File: src/hw/pp_seq_regs.svh
// Notes on behaviour
// (RQ1) Master loads target first; device starts a move when new-setpoint bit rises.
// (RQ2) Change-immediately set: a setpoint during motion replaces the running move at once.
// (RQ3) Change-immediately clear: a setpoint during motion is stored, started after completion.
// (RQ4) Push bit set before new-setpoint: device starts a push-motion move instead.
// (RQ5) Push moves are self-start, rectangular, no ramp, at profile velocity.
// (RQ6) During push motion, press-contact status bit goes high once pressing a load.
// (RQ7) Halt bit or stop input during push motion stops the move, cancels push.
// (RQ8) Push move reaching target without contact completes normally, press-contact stays low.
// (RQ9) Wrap bit set at setpoint: wrap absolute-type move, absolute/relative bit ignored.
// (RQ10) Master enables wrap setting before any wrap move; otherwise wrap moves are refused.
// (RQ11) Wrap clear: abs/rel bit 0 absolute, 1 incremental; base bit picks command/feedback.
// (RQ12) Wrap set: mode 0 absolute, 1 proximity, 2 forward, 3 reverse; push independent.
// (RQ13) Absolute: target is a home-referenced coordinate, reached from present position.
// (RQ14) Incremental on command: destination is command position plus target distance.
// (RQ15) Incremental on feedback: destination is actual position plus target distance.
// (RQ16) Wrap absolute: move to a target coordinate inside the wrap range.
// (RQ17) Wrap proximity: reach the target along the shorter rotational direction.
// (RQ18) Wrap range is in 0.1 rev units, offset ratio in 0.01 percent units.
// (RQ19) Setpoint-acknowledge sets on accepted start, clears on bit low or leaving operation.
// (RQ20) With halt clear, target-reached sets on proper completion, clears on new move.
// (RQ21) Only the rising edge of new-setpoint is a start event.
// (RQ22) At most one queued command; a later one overwrites it until completion.
`ifndef PP_SEQ_REGS_SVH
`define PP_SEQ_REGS_SVH

// ==========================================================================
// Object indices
`define CONTROL_WORD_IDX 16'h6040
`define STATUS_WORD_IDX 16'h6041

// ==========================================================================
// Control word fields
`define CW_NEW_SETPOINT 4
`define CW_CHANGE_NOW 5
`define CW_ABS_REL 6
`define CW_HALT 8
`define CW_INC_BASE 12
`define CW_PUSH 13
`define CW_WRAP 14

// ==========================================================================
// Status word fields and reset
`define SW_TARGET_REACHED 10
`define SW_SETPOINT_ACK 12
`define SW_PRESS_CONTACT 15
`define STATUS_WORD_RESET 16'h0000

// ==========================================================================
// Wrap positioning mode codes
`define WRAP_MODE_ABS 2'h0
`define WRAP_MODE_PROX 2'h1
`define WRAP_MODE_FWD 2'h2
`define WRAP_MODE_REV 2'h3

// ==========================================================================
// Units of the wrap objects
`define WRAP_RANGE_UNIT_MREV 100
`define WRAP_OFFSET_UNIT_PPM 100

`endif

File: src/hw/pp_seq_pkg.sv
package pp_seq_pkg;

    // ======================================================================
    // Move variants
    typedef enum logic [2:0] {
        KIND_ABS,
        KIND_INC_CMD,
        KIND_INC_FB,
        KIND_WRAP_ABS,
        KIND_WRAP_PROX,
        KIND_WRAP_FWD,
        KIND_WRAP_REV
    } move_kind_t;

    // ======================================================================
    // Raw setpoint as latched from the control objects
    typedef struct packed {
        logic [31:0] target;
        logic abs_rel;
        logic base_fb;
        logic push;
        logic wrap;
        logic [1:0] wrap_mode;
    } request_t;

    // ======================================================================
    // Resolved move handed to the trajectory generator
    typedef struct packed {
        move_kind_t kind;
        logic push;
        logic rect_profile;
        logic [31:0] dest;
        logic [31:0] velocity;
        logic [15:0] wrap_range;
        logic [15:0] wrap_offset;
    } move_cmd_t;

endpackage

File: src/hw/cmd_store.sv
`timescale 1ns/1ps

module cmd_store #(
    parameter int WIDTH = 38
) (
    // Clock and reset
    input wire logic core_clk,
    input wire logic sys_rst,
    // Write side
    input wire logic wr,
    input wire logic [WIDTH-1:0] wr_data,
    // Read side
    input wire logic clr,
    output logic valid,
    output logic [WIDTH-1:0] rd_data
);

    // ======================================================================
    // Single slot
    // A write in the same cycle as a clear keeps the new command.
    always_ff @(posedge core_clk) begin
        if (sys_rst) begin
            valid <= 1'b0;
        end else if (wr) begin
            valid <= 1'b1; // see (RQ22)
        end else if (clr) begin
            valid <= 1'b0;
        end
    end

    always_ff @(posedge core_clk) begin
        if (sys_rst) begin
            rd_data <= '0;
        end else if (wr) begin
            rd_data <= wr_data; // see (RQ22)
        end
    end

endmodule

File: src/hw/profile_position_sequencer.sv
`timescale 1ns/1ps
`include "pp_seq_regs.svh"

module profile_position_sequencer (
    // Clock and reset
    input wire logic core_clk,
    input wire logic sys_rst,
    // Control objects from the fieldbus
    input wire logic [15:0] ctrl_word,
    input wire logic [31:0] target_pos,
    input wire logic [31:0] profile_vel,
    input wire logic wrap_enable,
    input wire logic [1:0] wrap_mode,
    input wire logic [15:0] wrap_range,
    input wire logic [15:0] wrap_offset,
    // Drive state and feedback
    input wire logic op_enabled,
    input wire logic stop_pin,
    input wire logic [31:0] cmd_pos,
    input wire logic [31:0] act_pos,
    input wire logic press_detect,
    input wire logic [15:0] drive_status_in,
    // Trajectory generator
    input wire logic traj_done,
    output logic move_start_ff,
    output logic move_abort_ff,
    output pp_seq_pkg::move_cmd_t move_cmd_ff,
    // Status
    output logic [15:0] status_word_ff,
    output logic push_active_ff
);
    import pp_seq_pkg::*;

    // ======================================================================
    // Sequencer states
    typedef enum logic [1:0] {
        ST_IDLE,
        ST_MOVING,
        ST_STOPPING
    } seq_state_t;

    seq_state_t state_ff;
    logic stop_meta_ff;
    logic stop_sync_ff;
    logic new_sp_prev_ff;
    logic ack_ff;
    logic reached_ff;
    logic press_ff;
    logic pend_valid;
    request_t pend_req;
    request_t req;
    request_t launch_req;
    move_cmd_t launch_cmd;
    logic new_sp_evt;
    logic halt;
    logic stop_cond;
    logic wrap_ok;
    logic accept;
    logic in_idle;
    logic in_move;
    logic in_stop;
    logic abort_now;
    logic idle_launch;
    logic imm_launch;
    logic done_launch;
    logic launch;
    logic use_pend;
    logic queue_wr;
    logic taken;
    logic [31:0] inc_cmd_sum;
    logic [31:0] inc_fb_sum;

    // ======================================================================
    // Stop input synchroniser
    always_ff @(posedge core_clk) begin
        if (sys_rst) begin
            stop_meta_ff <= 1'b0;
            stop_sync_ff <= 1'b0;
        end else begin
            stop_meta_ff <= stop_pin;
            stop_sync_ff <= stop_meta_ff;
        end
    end

    // ======================================================================
    // Setpoint edge and request decode
    always_ff @(posedge core_clk) begin
        if (sys_rst) begin
            new_sp_prev_ff <= 1'b0;
        end else begin
            new_sp_prev_ff <= ctrl_word[`CW_NEW_SETPOINT];
        end
    end

    // Holding the bit high yields one event only.
    assign new_sp_evt = ctrl_word[`CW_NEW_SETPOINT] & ~new_sp_prev_ff; // see (RQ21) (RQ1)
    assign halt = ctrl_word[`CW_HALT];
    assign stop_cond = halt | stop_sync_ff;
    assign req.target = target_pos;
    assign req.abs_rel = ctrl_word[`CW_ABS_REL];
    assign req.base_fb = ctrl_word[`CW_INC_BASE];
    assign req.push = ctrl_word[`CW_PUSH];
    assign req.wrap = ctrl_word[`CW_WRAP];
    assign req.wrap_mode = wrap_mode;
    // A wrap request without the wrap function enabled is refused.
    assign wrap_ok = ~req.wrap | wrap_enable; // see (RQ10)
    assign accept = new_sp_evt & op_enabled & wrap_ok & ~stop_cond;

    // ======================================================================
    // Sequencing decisions
    assign in_idle = (state_ff == ST_IDLE);
    assign in_move = (state_ff == ST_MOVING);
    assign in_stop = (state_ff == ST_STOPPING);
    assign abort_now = in_move & (stop_cond | ~op_enabled); // see (RQ7)
    assign idle_launch = in_idle & accept; // see (RQ1)
    assign imm_launch = in_move & ~abort_now & ~traj_done & accept
        & ctrl_word[`CW_CHANGE_NOW]; // see (RQ2)
    assign done_launch = in_move & ~abort_now & traj_done & (accept | pend_valid); // see (RQ3)
    assign queue_wr = in_move & ~abort_now & ~traj_done & accept
        & ~ctrl_word[`CW_CHANGE_NOW]; // see (RQ3)
    assign launch = idle_launch | imm_launch | done_launch;
    // A fresh setpoint at completion launches first; the stored one stays queued.
    assign use_pend = done_launch & ~accept; // see (RQ22)
    assign launch_req = use_pend ? pend_req : req;
    assign taken = (launch & ~use_pend) | queue_wr;

    cmd_store #(
        .WIDTH($bits(request_t))
    ) u_pending (
        .core_clk(core_clk),
        .sys_rst(sys_rst),
        .wr(queue_wr),
        .wr_data(req),
        .clr(use_pend | abort_now),
        .valid(pend_valid),
        .rd_data(pend_req)
    );

    // ======================================================================
    // Move resolution
    // The base position is sampled at launch, so a queued incremental move
    // counts from where the previous move really ended.
    assign inc_cmd_sum = cmd_pos + launch_req.target;
    assign inc_fb_sum = act_pos + launch_req.target;

    always_comb begin
        launch_cmd.push = launch_req.push;
        launch_cmd.rect_profile = launch_req.push; // see (RQ5)
        launch_cmd.velocity = profile_vel; // see (RQ5)
        // Range and offset pass on unscaled; the wrap coordinate logic owns the units.
        launch_cmd.wrap_range = wrap_range; // see (RQ18)
        launch_cmd.wrap_offset = wrap_offset; // see (RQ18)
        launch_cmd.dest = launch_req.target; // see (RQ13) (RQ16)
        launch_cmd.kind = KIND_ABS;
        if (launch_req.wrap) begin
            unique case (launch_req.wrap_mode) // see (RQ12) (RQ9)
                `WRAP_MODE_ABS: launch_cmd.kind = KIND_WRAP_ABS; // see (RQ16)
                `WRAP_MODE_PROX: launch_cmd.kind = KIND_WRAP_PROX; // see (RQ17)
                `WRAP_MODE_FWD: launch_cmd.kind = KIND_WRAP_FWD;
                `WRAP_MODE_REV: launch_cmd.kind = KIND_WRAP_REV;
            endcase
        end else if (launch_req.abs_rel) begin
            if (launch_req.base_fb) begin
                launch_cmd.kind = KIND_INC_FB; // see (RQ11)
                launch_cmd.dest = inc_fb_sum; // see (RQ15)
            end else begin
                launch_cmd.kind = KIND_INC_CMD; // see (RQ11)
                launch_cmd.dest = inc_cmd_sum; // see (RQ14)
            end
        end
    end

    // ======================================================================
    // State register
    always_ff @(posedge core_clk) begin
        if (sys_rst) begin
            state_ff <= ST_IDLE;
        end else begin
            unique case (state_ff)
                ST_IDLE: begin
                    if (idle_launch) begin
                        state_ff <= ST_MOVING;
                    end
                end
                ST_MOVING: begin
                    if (abort_now) begin
                        state_ff <= ST_STOPPING;
                    end else if (traj_done & ~done_launch) begin
                        state_ff <= ST_IDLE;
                    end
                end
                ST_STOPPING: begin
                    if (traj_done) begin
                        state_ff <= ST_IDLE;
                    end
                end
            endcase
        end
    end

    // ======================================================================
    // Trajectory outputs
    always_ff @(posedge core_clk) begin
        if (sys_rst) begin
            move_start_ff <= 1'b0;
            move_abort_ff <= 1'b0;
            move_cmd_ff <= '0;
        end else begin
            move_start_ff <= launch; // see (RQ1) (RQ2)
            move_abort_ff <= abort_now; // see (RQ7)
            if (launch) begin
                move_cmd_ff <= launch_cmd; // see (RQ4)
            end
        end
    end

    // ======================================================================
    // Push and contact tracking
    always_ff @(posedge core_clk) begin
        if (sys_rst) begin
            push_active_ff <= 1'b0;
        end else if (abort_now) begin
            push_active_ff <= 1'b0; // see (RQ7)
        end else if (launch) begin
            push_active_ff <= launch_req.push; // see (RQ4)
        end else if (in_move & traj_done) begin
            push_active_ff <= 1'b0; // see (RQ8)
        end
    end

    always_ff @(posedge core_clk) begin
        if (sys_rst) begin
            press_ff <= 1'b0;
        end else if (launch | abort_now) begin
            press_ff <= 1'b0; // see (RQ7)
        end else if (in_move & push_active_ff & press_detect) begin
            press_ff <= 1'b1; // see (RQ6)
        end
    end

    // ======================================================================
    // Status flags
    always_ff @(posedge core_clk) begin
        if (sys_rst) begin
            ack_ff <= 1'b0;
        end else if (taken) begin
            ack_ff <= 1'b1; // see (RQ19)
        end else if (~ctrl_word[`CW_NEW_SETPOINT] | ~op_enabled) begin
            ack_ff <= 1'b0; // see (RQ19)
        end
    end

    always_ff @(posedge core_clk) begin
        if (sys_rst) begin
            reached_ff <= 1'b0;
        end else if (launch) begin
            reached_ff <= 1'b0; // see (RQ20)
        end else if (in_move & traj_done & ~abort_now) begin
            reached_ff <= 1'b1; // see (RQ20) (RQ8)
        end else if (in_stop & traj_done & halt) begin
            reached_ff <= 1'b1;
        end
    end

    always_ff @(posedge core_clk) begin
        if (sys_rst) begin
            status_word_ff <= `STATUS_WORD_RESET;
        end else begin
            status_word_ff <= drive_status_in;
            status_word_ff[`SW_TARGET_REACHED] <= reached_ff;
            status_word_ff[`SW_SETPOINT_ACK] <= ack_ff;
            status_word_ff[`SW_PRESS_CONTACT] <= press_ff; // see (RQ6)
        end
    end

    // ======================================================================
    // Assertions
    property p_start_on_edge;
        @(posedge core_clk) disable iff (sys_rst)
        in_idle & accept |=> move_start_ff && (state_ff == ST_MOVING);
    endproperty
    a_start_on_edge: assert property (p_start_on_edge) else $error("no start on setpoint"); // (RQ1)

    property p_hold_no_restart;
        @(posedge core_clk) disable iff (sys_rst)
        in_idle & ctrl_word[`CW_NEW_SETPOINT] & new_sp_prev_ff |=> ~move_start_ff;
    endproperty
    a_hold_no_restart: assert property (p_hold_no_restart) else $error("held bit restarted"); // (RQ21)

    property p_immediate;
        @(posedge core_clk) disable iff (sys_rst)
        imm_launch |=> move_start_ff && (move_cmd_ff.dest == $past(launch_cmd.dest));
    endproperty
    a_immediate: assert property (p_immediate) else $error("immediate change not applied"); // (RQ2)

    property p_queue;
        @(posedge core_clk) disable iff (sys_rst)
        queue_wr |=> pend_valid && !move_start_ff && (pend_req.target == $past(target_pos));
    endproperty
    a_queue: assert property (p_queue) else $error("setpoint not queued"); // (RQ3)

    property p_push_profile;
        @(posedge core_clk) disable iff (sys_rst)
        launch & launch_req.push |=> move_cmd_ff.push && move_cmd_ff.rect_profile
            && (move_cmd_ff.velocity == $past(profile_vel)) && push_active_ff;
    endproperty
    a_push_profile: assert property (p_push_profile) else $error("push move malformed"); // (RQ5)

    property p_press;
        @(posedge core_clk) disable iff (sys_rst)
        in_move & push_active_ff & press_detect & ~launch & ~abort_now
            |-> ##2 status_word_ff[`SW_PRESS_CONTACT];
    endproperty
    a_press: assert property (p_press) else $error("press contact not reported"); // (RQ6)

    property p_halt_push;
        @(posedge core_clk) disable iff (sys_rst)
        in_move & push_active_ff & stop_cond
            |=> move_abort_ff && !push_active_ff && !press_ff && (state_ff == ST_STOPPING);
    endproperty
    a_halt_push: assert property (p_halt_push) else $error("halt did not cancel push"); // (RQ7)

    property p_push_no_contact;
        @(posedge core_clk) disable iff (sys_rst)
        in_move & push_active_ff & traj_done & ~abort_now & ~launch & ~press_ff & ~press_detect
            |-> ##2 status_word_ff[`SW_TARGET_REACHED] && !status_word_ff[`SW_PRESS_CONTACT];
    endproperty
    a_push_no_contact: assert property (p_push_no_contact) else $error("push end wrong"); // (RQ8)

    property p_wrap_kind;
        @(posedge core_clk) disable iff (sys_rst)
        launch & launch_req.wrap |=> move_cmd_ff.kind inside {KIND_WRAP_ABS, KIND_WRAP_PROX,
            KIND_WRAP_FWD, KIND_WRAP_REV};
    endproperty
    a_wrap_kind: assert property (p_wrap_kind) else $error("wrap decoded as plain move"); // (RQ9)

    property p_wrap_refused;
        @(posedge core_clk) disable iff (sys_rst)
        in_idle & ctrl_word[`CW_WRAP] & ~wrap_enable |=> ~move_start_ff;
    endproperty
    a_wrap_refused: assert property (p_wrap_refused) else $error("wrap ran while disabled"); // (RQ10)

    property p_inc_cmd;
        @(posedge core_clk) disable iff (sys_rst)
        launch & ~launch_req.wrap & launch_req.abs_rel & ~launch_req.base_fb
            |=> (move_cmd_ff.kind == KIND_INC_CMD) && (move_cmd_ff.dest == $past(inc_cmd_sum));
    endproperty
    a_inc_cmd: assert property (p_inc_cmd) else $error("bad command-based increment"); // (RQ14)

    property p_inc_fb;
        @(posedge core_clk) disable iff (sys_rst)
        launch & ~launch_req.wrap & launch_req.abs_rel & launch_req.base_fb
            |=> (move_cmd_ff.kind == KIND_INC_FB) && (move_cmd_ff.dest == $past(inc_fb_sum));
    endproperty
    a_inc_fb: assert property (p_inc_fb) else $error("bad feedback-based increment"); // (RQ15)

    property p_ack;
        @(posedge core_clk) disable iff (sys_rst)
        taken |-> ##2 status_word_ff[`SW_SETPOINT_ACK];
    endproperty
    a_ack: assert property (p_ack) else $error("setpoint not acknowledged"); // (RQ19)

    property p_ack_clear;
        @(posedge core_clk) disable iff (sys_rst)
        ~ctrl_word[`CW_NEW_SETPOINT] |=> ~ack_ff;
    endproperty
    a_ack_clear: assert property (p_ack_clear) else $error("acknowledge not cleared"); // (RQ19)

    property p_reached_clear;
        @(posedge core_clk) disable iff (sys_rst)
        launch |=> ~reached_ff;
    endproperty
    a_reached_clear: assert property (p_reached_clear) else $error("reached not cleared"); // (RQ20)

    c_push_contact: cover property (@(posedge core_clk) disable iff (sys_rst)
        push_active_ff & press_ff ##1 traj_done);
    c_queued_launch: cover property (@(posedge core_clk) disable iff (sys_rst)
        queue_wr ##[1:50] use_pend);
    c_immediate: cover property (@(posedge core_clk) disable iff (sys_rst) imm_launch);
    c_halt_push: cover property (@(posedge core_clk) disable iff (sys_rst)
        abort_now & push_active_ff);

endmodule
File: config.mk
export PLATFORM = sky130hd
export DESIGN_NAME = profile_position_sequencer
export DESIGN_NICKNAME = d
export VERILOG_FILES = /design/src/hw/pp_seq_pkg.sv /design/src/hw/cmd_store.sv /design/src/hw/profile_position_sequencer.sv
export VERILOG_INCLUDE_DIRS = /design/src /design/src/hw
export SDC_FILE = /design/constraint.sdc
export NUM_CORES = 1
export LEC_CHECK = 0
export ABC_AREA = 0
export BUFFER_PORTS_ARGS = -buffer_cell sky130_fd_sc_hd__buf_2
export CAP_MARGIN = 20
export CORE_ASPECT_RATIO = 0.6
export CORE_MARGIN = 2
export CORE_UTILIZATION = 46
export CTS_CLUSTER_DIAMETER = 60
export CTS_CLUSTER_SIZE = 14
export DETAILED_ROUTE_END_ITERATION = 8
export PLACE_DENSITY = 0.86
export SYNTH_ARGS = -nofsm -noshare
export SYNTH_HDL_FRONTEND = slang
export SYNTH_SLANG_ARGS = --single-unit
File: constraint.sdc
create_clock -name core_clk -period 10.8 [get_ports core_clk]
set_input_delay 0 -clock core_clk [delete_from_list [all_inputs] [get_ports core_clk]]
set_output_delay 0 -clock core_clk [all_outputs]
set_load 0.01 [all_outputs]
=== Word-level counts from Yosys, hierarchy flattened ===
Index checks and enable logic that the tools add are counted.

* Register bits after elaboration: 166
* Output and inout bits: 120
* Bits of input ports: 201
* Logic and storage cells: 103

* $add $sub $neg: 2
* Reductions and logical operators: 10
* Bitwise gates (word level): 43
* Eq/ne operators: 8
* Multiplexer cells: 21

{| class="wikitable"
|+ Operator list
! kind !! number
|-
| 32-bit two-way mux || 3
|-
| 32-bit adder || 2
|-
| 38-bit two-way mux || 1
|-
| 1-bit bitwise AND || 22
|-
| 2-bit two-way mux || 6
|-
| 3-bit case mux with 4 select lines || 1
|-
| 1-bit inverter || 11
|-
| 1-bit bitwise OR || 10
|-
| 1-bit two-way mux || 8
|-
| 2-bit nonzero test || 4
|-
| 2-bit equality test (second input constant) || 3
|-
| 2-bit case mux with 3 select lines || 1
|-
| 2-bit OR reduction || 3
|-
| 2-bit by 1-bit equality test with 1-bit output (second input constant) || 2
|-
| 2-bit logical NOT || 2
|-
| 3-bit two-way mux || 1
|-
| 3-bit by 1-bit != test with 1-bit output (second input constant) || 1
|-
| 3-bit AND reduction || 1
|-
| 2-bit by 1-bit != test with 1-bit output (second input constant) || 1
|-
| 2-bit != test (second input constant) || 1
|}

=== Logic depth before layout (Yosys ltp) ===
Gate-level depths: netlist of run 1.

* Word-level depth: 13
* Gate-level depth with buffers: 20
* Depth with buffers taken out: 17

=== Hierarchy ===
From an unflattened synthesis of run 1, not the netlist that was laid out.

* Cell total of the unflattened synthesis: 1,000
* Area, all modules: 8,543.2 um2

{| class="wikitable"
|+ By module, submodules not included
! module !! sequential area each (um2) !! cells each !! times used !! area each (um2)
|-
| profile_position_sequencer || 2,542.4 || 873 || 1 || 7,140.6
|-
| cmd_store || 780.7 || 127 || 1 || 1,402.6
|}

=== Worst setup path before layout of run 1 ===
OpenSTA, ideal clock, no wires.

* Path type: register -> register
* Start point: register state_ff[1]
* End point: register move_cmd_ff[88] in the netlist's numbering
* Required time: 10,709 ps
* Data arrival time: 4,568 ps
* Path slack: 6,141 ps
* Cell stages (with the launch flop): 21
* Buffers on the path: 3
* Period minus slack after synthesis: 4,659 ps
* Setup time: 91 ps
* Cells stage by stage: dfxtp_1 > inv_1 > ha_1 > and2_1 > buf_4 > and4_1 > buf_4 > mux2i_4 > clkbuf_1 > mux2_2 > ha_1 > fa_1 > a211oi_1 > o21ai_0 > a21oi_1 > or3_1 > a31oi_1 > or3_1 > a31oi_1 > xor2_1 > a311oi_1

* Cells in the longest elaborated chain, start to end: 12
* Elaborated cells on any way between the ends: 20

{| class="wikitable"
|+ Ends and longest elaborated chain
! element !! RTL line !! text
|-
| start, declared || profile_position_sequencer.sv:42 || <nowiki>seq_state_t state_ff;</nowiki>
|-
| start signal, assigned || profile_position_sequencer.sv:177 || <nowiki>state_ff <= ST_IDLE;</nowiki>
|-
| start signal, assigned || profile_position_sequencer.sv:182 || <nowiki>state_ff <= ST_MOVING;</nowiki>
|-
| start signal, assigned || profile_position_sequencer.sv:187 || <nowiki>state_ff <= ST_STOPPING;</nowiki>
|-
| 2-bit by 1-bit equality test with 1-bit output || profile_position_sequencer.sv:112 || <nowiki>assign in_move = (state_ff == ST_MOVING);</nowiki>
|-
| 1-bit bitwise AND || profile_position_sequencer.sv:114 || <nowiki>assign abort_now = in_move & (stop_cond | ~op_enabled);</nowiki>
|-
| 1-bit inverter || profile_position_sequencer.sv:116, profile_position_sequencer.sv:118 ||
|-
| 1-bit bitwise AND || profile_position_sequencer.sv:116, profile_position_sequencer.sv:118 ||
|-
| 1-bit bitwise AND (2 in a row) || profile_position_sequencer.sv:118 || <nowiki>assign done_launch = in_move & ~abort_now & traj_done & (accept | pend_valid);</nowiki>
|-
| 1-bit bitwise AND || profile_position_sequencer.sv:123 || <nowiki>assign use_pend = done_launch & ~accept;</nowiki>
|-
| 38-bit two-way mux || profile_position_sequencer.sv:124 || <nowiki>assign launch_req = use_pend ? pend_req : req;</nowiki>
|-
| 32-bit adder, on equally long branches || profile_position_sequencer.sv:143, profile_position_sequencer.sv:144 ||
|-
| 32-bit two-way mux || profile_position_sequencer.sv:163 || <nowiki>if (launch_req.base_fb) begin</nowiki>
|-
| 32-bit two-way mux || profile_position_sequencer.sv:162 || <nowiki>end else if (launch_req.abs_rel) begin</nowiki>
|-
| 32-bit two-way mux || profile_position_sequencer.sv:155 || <nowiki>if (launch_req.wrap) begin</nowiki>
|-
| end signal, assigned || profile_position_sequencer.sv:212 || <nowiki>move_cmd_ff <= launch_cmd;</nowiki>
|-
| end, declared || profile_position_sequencer.sv:27 || <nowiki>output pp_seq_pkg::move_cmd_t move_cmd_ff,</nowiki>
|}

Several ways; a longest one is shown, not always the timed one.
A chain may end at the register's enable or synchronous reset.

=== Worst setup path after layout of run 1 ===
Same ends and word-level chain as after synthesis.

==> impl_metrics.toml, run 1 <==
[sta]
min_period_ps = 5900
post-route-period-util_pct = 54.6
finalSetupViolations = 0
layout_setup_ws_ps = 4900
max_freq_ghz = 0.169
clock_skew_ps = 10.8
fin_setup_tns_ps = 0
hold_ws_ps = 115
finalHoldViolCount = 0
relSlewSlack_pct = 31.2
rsz0062_at_grt = "no"
worst_pin_slew_ps = 1030
drv_slew = 0

[finish]
fin_util_pct = 66.2
finish.net_count = 1669
stdcell_count = 1688
final_layout_size_suffix_gt1_share_pct = 29.2
fillers = 1427
syn_to_final_growth_pct = 41.6
final_area_um2 = 11900

[synth]
synth_edf_count = 0
synth_compound_area_share_pct = 19.8
synth.distinct_cells = 59
synth_area_leader_cell = "dfxtp_1"
async_flop_share_pct = 0
synth_flop_cell = "dfxtp_1"
synth_adder_area_share_pct = 5.43
synth.area.mux_share_pct = 9.81
syn_inst = 1042
synthMostInstantiatedCell = "nand2_1"
seq_area_frac_synth_pct = 39.4
synth_nets = 1279
synth_seq_cells = 166
synth_common_cells = "nand2_1, dfxtp_1, a21oi_1"
syn_area_per_cell_um2 = 8.09
synth.top_cells.by_area = "dfxtp_1, nand2_1, mux2_2, a21oi_1, ha_1"
synthSimpleGateAreaFrac_pct = 19.1
ys_warn_count = 0
synthesis.area_um2 = 8430
synth_top_family_by_area = "compound AO/OA/AOI/OAI gates"
synth_xor_area_share_pct = 2.18
synth_top_area_share_pct = 39.4

[detailed_routing]
firstDrtPassIters = 5
vias_per_cell = 5.49
final_antenna_net_count = 0
m1WireLength_um = 12400
wl_um = 29600
num_vias = 9267
wl_per_cell_um = 17.6
wl_met3_um = 2580
drt_iter0_drc = 796
dr_wl_met2_um = 14000
drc_errors = 0
top_layer_used = "met4"

[place]
gp_congestion = 0.965
pre_cts_slack_ps = 5030
place_inst = 1530
numPortBuffers = 308
dp_hpwl_um = 18500
placed_area_um2 = 10100

[setup_path]
critPathLaunchType = "flop"
worst-path-max-fanout = 41
critPathKind = "flop to flop"
arrival_ps = 6230
required_ps = 11130
endpoint_kind = "flop"
ff2ff_path_depth = 18

[die]
die_area_um2 = 19500
initial_core_util_pct = 46.8
coreArea_um2 = 18000
dieWidth_um = 179
io_pins = 321
rows = 38
die_y_um = 109

[hold_path]
min_path_type = "input pin to flop"
whs_path_depth = 5

[clock_network]
root_buffer = "clkbuf_16"
htreeDepth = 4
clkTransAtPathRegs_ps = 70
clock_sink_count = 166
cts_tree = "yes"
cts_resized = 0
cts_hold_buf = 123
cts_buffer_depth = 2
cts_setup_buffers = 0
clkLatencyLatePin_ps = 430
cts_buffers = 17

[global_route]
antenna_found_initial = 2
grt_max_degree = 96
grt_pass1_vias = 8814
grt_pass1_wl_um = 44300
overflow = 0
grt_use_total_pct = 29.3

[power_and_ir_drop]
fin_total_pwr_mw = 1.59
p_per_area_nw_per_um2 = 133
p_leak_nw = 5.17
ir_drop_v = 0.000101

[status]
status = "complete, no violations"

[flow_run]
maxCapViolations = 0
## layout make-up
class                      count  area, um2  share of cell area, %
multi-input combinational    787       4770                   40.0
sequential                   166       3320                   27.8
timing repair buffer         441       2850                   23.9
clock buffer                  18        439                   3.68
tap                          240        300                   2.52
clock inverter                14        174                   1.46
inverter                      19       71.3                  0.597
antenna                        3       7.51                 0.0629
## path summary, 6_finish.rpt
path	from	end	slack [ps]
max	state_ff[1]	move_cmd_ff[88]	4900
min	cmd_pos[31]	move_cmd_ff[95]	110
max reg2reg	state_ff[1]	move_cmd_ff[88]	4900
min reg2reg	stop_meta_ff	stop_sync_ff	440
## routing by layer
layer / vias up / global-route usage, %
met4: 0 / 9.29
met5: - / 0
met1: 4286 / 36.9
met2: 527 / 48.5
met3: 57 / 8.44
li1: 4397 / -
## worst max-delay path, stage by stage, from the launching register on
cell       delay, ps
dfxtp_1          330
inv_1             80
ha_1             200
and2_1           330
and4_2           280
buf_4            520
mux2i_4          520
buf_4            450
mux2_2           390
ha_1             400
a211oi_1         240
nor2_1           110
o41ai_1          420
a2bb2oi_1        330
a31oi_1          200
or3_1            400
a31oi_1          210
xor2_1            90
a311oi_1         270
## cell families (layout without fill, tap and decap cells)
| group | Yosys count | after routing |
|---|---|---|
| compound gates | 276 | 276 |
| xor+xnor | 21 | 21 |
| fa+ha+maj | 36 | 36 |
| buf+inv | 89 | 492 |
| flops | 166 | 166 |
| mux | 73 | 73 |
| other cells | 0 | 3 |
| simple gates | 381 | 381 |
## cells in the final DEF, fill, tap and decap left out, types with 3 or more instances in the layout
cell,synthesis,final
o21a_1,4,4
a211oi_1,24,24
buf_4,3,11
mux2_2,63,63
dlygate4sd3_1,0,123
a2111oi_0,3,3
nand2b_1,4,4
clkbuf_16,0,17
o21ai_0,42,42
nor2_1,49,49
nor3_1,12,12
xor2_1,4,4
o31a_1,3,3
nand2_1,251,251
buf_2,6,307
o211ai_1,5,5
or3_1,7,7
ha_1,35,35
o21bai_1,4,4
a311oi_1,8,8
bufinv_16,0,3
clkinvlp_4,0,4
a21o_1,13,13
dfxtp_1,166,166
a31oi_1,9,9
mux2i_1,8,8
clkinv_4,0,3
a21oi_1,136,136
and2_1,4,4
nor2b_1,21,21
xnor2_1,17,17
nand3_1,16,16
inv_1,19,19
nand4_1,5,5
and3_1,4,4
diode_2,0,3
## flip-flops by register name, summed over array words and instances, names as in the netlist, 2 cells and up
register / flops
move_cmd_ff: 100
state_ff: 2
status_word_ff: 16
u_pending.rd_data: 38
## where the power goes
part,internal [mW],switching [mW]
clock,0.372,0.264
combinational,0.150,0.168
sequential,0.629,0.00863
Power figures use the tool's default switching activity.
==> run 2, diff against run 1 <==
==> constraint.sdc (replaced) <==
create_clock -name core_clk -period 6.09 [get_ports core_clk]
set_input_delay 0 -clock core_clk [delete_from_list [all_inputs] [get_ports core_clk]]
set_output_delay 0 -clock core_clk [all_outputs]
set_load 0.01 [all_outputs]
==> run 2 against run 1 <==
Compared with the run above: final area barely moved; clock-buffer cell count did not move; clock power rose by 79%; final cell count fell by 0.18%; sequential power rose by 77%; first-iteration DRC count fell by 0.63%; total power rose by 78%; fmax rose by 12%; setup slack got worse by 4100 ps; non-clock buffer count fell by 1; critical endpoint unchanged; largest cell class unchanged; largest power group is now the clock network.
==> impl_metrics.toml, run 2 (synthesis gave the netlist of run 1 again) <==
[status]
status = "complete, no violations"

[die]
die_y_um = 109
initial_core_util_pct = 46.8
coreArea_um2 = 18000
io_pins = 321
dieWidth_um = 179
die_area_um2 = 19500
rows = 38

[sta]
post-route-period-util_pct = 86.7
max_freq_ghz = 0.189
fin_setup_tns_ps = 0
layout_setup_ws_ps = 809
rsz0062_at_grt = "no"
drv_slew = 0
worst_pin_slew_ps = 1110
finalSetupViolations = 0
relSlewSlack_pct = 26.0
min_period_ps = 5280
finalHoldViolCount = 0
clock_skew_ps = 19.9

[detailed_routing]
wl_per_cell_um = 16.6
num_vias = 9114
vias_per_cell = 5.41
wl_um = 27900
drc_errors = 0
firstDrtPassIters = 6
final_antenna_net_count = 0
drt_iter0_drc = 791

[global_route]
grt_use_total_pct = 27.5
overflow = 0
antenna_found_initial = 1
grt_pass1_wl_um = 42400
grt_pass1_vias = 8604
grt_max_degree = 100

[finish]
stdcell_count = 1685
final_layout_size_suffix_gt1_share_pct = 29.2
final_cell_mix = "buf_2, nand2_1, dfxtp_1"
reg_top3 = "move_cmd_ff x100, u_pending.rd_data x38, status_word_ff x16"
top_register = "move_cmd_ff"
largest_reg_flops = 100
fin_util_pct = 66.2
finish.net_count = 1668
layout_commonest_cell = "buf_2"
syn_to_final_growth_pct = 41.5

[setup_path]
startpoint = "state_ff[1]"
critPathLaunchType = "flop"
critPathKind = "flop to flop"
arrival_ps = 5610
endpoint_kind = "flop"
crit-reg2reg-launch = "state_ff[1]"
worst-path-max-fanout = 40
required_ps = 6420
rrSetupSlack_ps = 810

[power_and_ir_drop]
ir_drop_v = 0.000191
switching_share_pct = 28.7
fin_total_pwr_mw = 2.83
p_comb_share_pct = 19.7
p_switching_uw = 812
internal-power_mw = 2.02
sequentialPowerShare_pct = 39.9
p_leak_nw = 5.18
p_per_area_nw_per_um2 = 237
power.clock.fraction_pct = 40.4

[clock_network]
htreeDepth = 4
cts_tree = "yes"
clkLatencyLatePin_ps = 420
root_buffer = "clkbuf_16"
cts_setup_buffers = 0
clkTransAtPathRegs_ps = 80
cts_buffer_depth = 2
cts_buffers = 17
clock_sink_count = 166

[place]
place_inst = 1530
dp_hpwl_um = 18300
numPortBuffers = 308
gp_congestion = 0.946
pre_cts_slack_ps = 930

[hold_path]
min_from = "sys_rst"
min_path_type = "input pin to flop"

[flow_run]
maxCapViolations = 0
run 2: what timing repair did:
action / in CTS / in global routing
resized for setup: 0 / 0
hold buffers: 122 / 0
endpoints found under the hold margin: 121 / 0
endpoints found under the setup margin: 0 / 0
run 2: layer usage:
metal	GRT usage (%)	part of all wire (%)	up-vias
met2	45.2	46	409
met5	0	0	-
met4	9.18	1.8	0
met1	36.1	45	4264
li1	-	-	4399
met3	5.75	7.8	42
run 2: worst paths after layout:
kind / endpoint / cells after the start
max: move_cmd_ff[88] / 17
min: move_cmd_ff[99] / 2
max reg2reg: move_cmd_ff[88] / 17
min reg2reg: stop_sync_ff / 1
run 2: per-stage QoR:
| step | area, um2 | hold WS [ps] |
|---|---|---|
| floorplan | 8430 | 128 |
| global placement | 10100 | 207 |
| detailed placement | 10100 | 217 |
| CTS | 11900 | 117 |
| global route | 11900 | 135 |
| finish | 11900 | 132 |
run 2: final cells by class:
class | instances | area, um2
diodes | 1 | 2.50
clock buffers | 18 | 439
clock inverters | 14 | 180
fillers | 1446 | 6090
inverters | 19 | 71.3
multi-input cells | 787 | 4770
flip-flops and latches | 166 | 3320
well taps | 240 | 300
repair buffers | 440 | 2840
run 2: power by group through the flow:
stage	registers (mW)	logic [mW]	clock network (mW)
after CTS	1.13	0.545	1.16
after global placement	1.15	0.467	0
after floorplan	1.17	0.302	0
final	1.13	0.557	1.14
after global routing	1.13	0.609	1.21
after detailed placement	1.15	0.479	0
run 2: worst max-delay path: stages (launching register included):
cell and delay (ps):
dfxtp_1 330, inv_1 80, ha_1 220, and2_1 340, and4_2 330, buf_4 510, mux2_2 420, ha_1 240
fa_1 440, a211oi_1 330, o21ai_0 240, a21oi_1 390, or3_1 240, a31oi_1 160, or3_1 380, a31oi_1 200
xor2_1 90, a311oi_1 260
==> run 3, diff against run 2 <==
--- a/config.mk
+++ b/config.mk
@@ -7,7 +7,7 @@
 export NUM_CORES = 1
 export LEC_CHECK = 0
 export ABC_AREA = 0
-export BUFFER_PORTS_ARGS = -buffer_cell sky130_fd_sc_hd__buf_2
+export BUFFER_PORTS_ARGS = -buffer_cell sky130_fd_sc_hd__clkbuf_2
 export CAP_MARGIN = 20
 export CORE_ASPECT_RATIO = 0.6
 export CORE_MARGIN = 2
==> run 3 against run 2 <==
Compared with the run above: global-route usage is 1.6 points higher; final cell count unchanged; first-iteration DRC count up 24%; worst hold slack got worse by 33 ps; total power up 1.6%; setup slack got worse by 270 ps; clock-buffer cell count shrank 1; sequential power hardly changed; critical endpoint unchanged.
==> impl_metrics.toml, run 3 (synthesis gave the netlist of run 1 again) <==
[status]
status = "complete, no violations"

[finish]
finish.net_count = 1668
syn_to_final_growth_pct = 41.8
stdcell_count = 1685
final_layout_size_suffix_gt1_share_pct = 29.2
fillers = 1447
layout_commonest_cell = "clkbuf_2"
largest_reg_flops = 100
final_cell_mix = "clkbuf_2, nand2_1, dfxtp_1"
top_register = "move_cmd_ff"
final_area_um2 = 12000
reg_top3 = "move_cmd_ff x100, u_pending.rd_data x38, status_word_ff x16"

[sta]
relSlewSlack_pct = 31.0
clock_skew_ps = 12.2
worst_pin_slew_ps = 1040
hold_ws_ps = 99.2
finalHoldViolCount = 0
rsz0062_at_grt = "no"
fin_setup_tns_ps = 0
min_period_ps = 5550
drv_slew = 0
post-route-period-util_pct = 91.2
finalSetupViolations = 0
max_freq_ghz = 0.180

[clock_network]
cts_buffers = 17
clkLatencyLatePin_ps = 430
cts_buffer_depth = 2
cts_tree = "yes"
root_buffer = "clkbuf_16"
clkTransAtPathRegs_ps = 70
htreeDepth = 4
clock_sink_count = 166
cts_resized = 0

[place]
gp_congestion = 0.936
numPortBuffers = 308
placed_area_um2 = 10100
dp_hpwl_um = 18600
place_inst = 1530

[power_and_ir_drop]
p_comb_share_pct = 19.6
internal-power_mw = 2.08
p_leak_nw = 5.13
sequentialPowerShare_pct = 39.3
power.clock.fraction_pct = 41.1
fin_total_pwr_mw = 2.88
ir_drop_v = 0.000181
p_switching_uw = 799
switching_share_pct = 27.8
p_per_area_nw_per_um2 = 241

[detailed_routing]
wl_per_cell_um = 17.2
num_vias = 9225
drt_iter0_drc = 981
drc_errors = 0
firstDrtPassIters = 8
vias_per_cell = 5.47
wl_um = 29000
final_antenna_net_count = 0

[die]
io_pins = 321
die_y_um = 109
coreArea_um2 = 18000
dieWidth_um = 179
die_area_um2 = 19500
initial_core_util_pct = 46.8
rows = 38

[flow_run]
maxCapViolations = 0

[setup_path]
endpoint_kind = "flop"
rrSetupSlack_ps = 540
worst-path-max-fanout = 25
arrival_ps = 5890
max_stage_delay_ps = 490
ff2ff_path_depth = 17
critPathKind = "flop to flop"
rr_endpoint = "move_cmd_ff[88]"
path_cells = "inv_1, ha_1, and2_1, and4_2, mux2i_4, buf_4, mux2_2, ha_1, a211oi_1, nor2_1, o41ai_1, a2bb2oi_1, a31oi_1, or3_1, a31oi_1, xor2_1, a311oi_1"
crit_slowest_cell = "mux2i_4"
required_ps = 6420
critPathLaunchType = "flop"
crit-reg2reg-launch = "state_ff[1]"

[global_route]
grt_pass1_wl_um = 44400
grt_max_degree = 98
antenna_found_initial = 0
grt_use_total_pct = 29.0
overflow = 0
grt_pass1_vias = 9066

[hold_path]
min_from = "cmd_pos[31]"
whs_path_depth = 5
min_path_type = "input pin to flop"
holdPathEnd = "move_cmd_ff[95]"
==> run 3: cell types whose count changed in the layout (fill, tap and decap cells not counted), sizes merged <==
| cell | delta |
|---|---|
| buf | -307 |
| bufinv | +2 |
| clkbuf | +306 |
| clkinv | +2 |
| inv | -3 |
==> run 3: area by class of cell <==
| type | instances | area (um2) | area share, % |
|---|---|---|---|
| Sequential cell | 166 | 3320 | 27.8 |
| Inverter | 19 | 71.3 | 0.597 |
| Antenna cell | 1 | 2.50 | 0.0209 |
| Multi-Input combinational cell | 787 | 4770 | 39.9 |
| Timing Repair Buffer | 440 | 2840 | 23.8 |
| Clock inverter | 15 | 216 | 1.81 |
| Clock buffer | 17 | 425 | 3.56 |
| Tap cell | 240 | 300 | 2.51 |
==> run 3: timing repair <==
| item | CTS | global route |
|---|---|---|
| endpoints found under the hold margin | 121 | 0 |
| setup buffers | 0 | 0 |
| hold buffers | 122 | 0 |
| endpoints found under the setup margin | 0 | 0 |
==> run 3: critical path: cells and delay by family (launching register included) <==
kind,cells,cell delay [ps]
compound gates,6,1740
simple gates,4,1290
mux,2,880
fa+ha+maj,2,610
buf+inv,2,520
flops,1,320
xor+xnor,1,100
==> run 3: worst max-delay path by stage <==
stage / cells after the start / to / slack, ps / start
detailed placement: 17 / move_cmd_ff[88] / 700 / state_ff[1]
finish: 17 / move_cmd_ff[88] / 540 / state_ff[1]
floorplan: 20 / move_cmd_ff[88] / 1430 / state_ff[1]
CTS: 17 / move_cmd_ff[88] / 610 / state_ff[1]
global route: 17 / move_cmd_ff[88] / 190 / state_ff[1]
global placement: 17 / move_cmd_ff[88] / 870 / state_ff[1]
==> run 3: stage by stage <==
stage | setup WS, ps | utilization [%]
floorplan | 1430 | -
global placement | 874 | 56.0
detailed placement | 700 | 56.0
CTS | 609 | 66.3
global route | 193 | 66.3
finish | 535 | 66.3
==> run 3: power groups by stage <==
stage               clock (mW)  sequential [mW]  combinational [mW]
floorplan                    0             1.17               0.302
global placement             0             1.15               0.468
detailed placement           0             1.15               0.481
CTS                       1.20             1.13               0.550
global route              1.25             1.13               0.614
finish                    1.18             1.13               0.564
==> run 3: per-layer routing <==
layer	global-route usage, %	vias up	part of all wire (%)
met5	0	-	0
met4	10.8	0	2.6
met3	8.16	69	8.8
met2	47.5	485	46
met1	36.6	4271	43
li1	-	4400	-
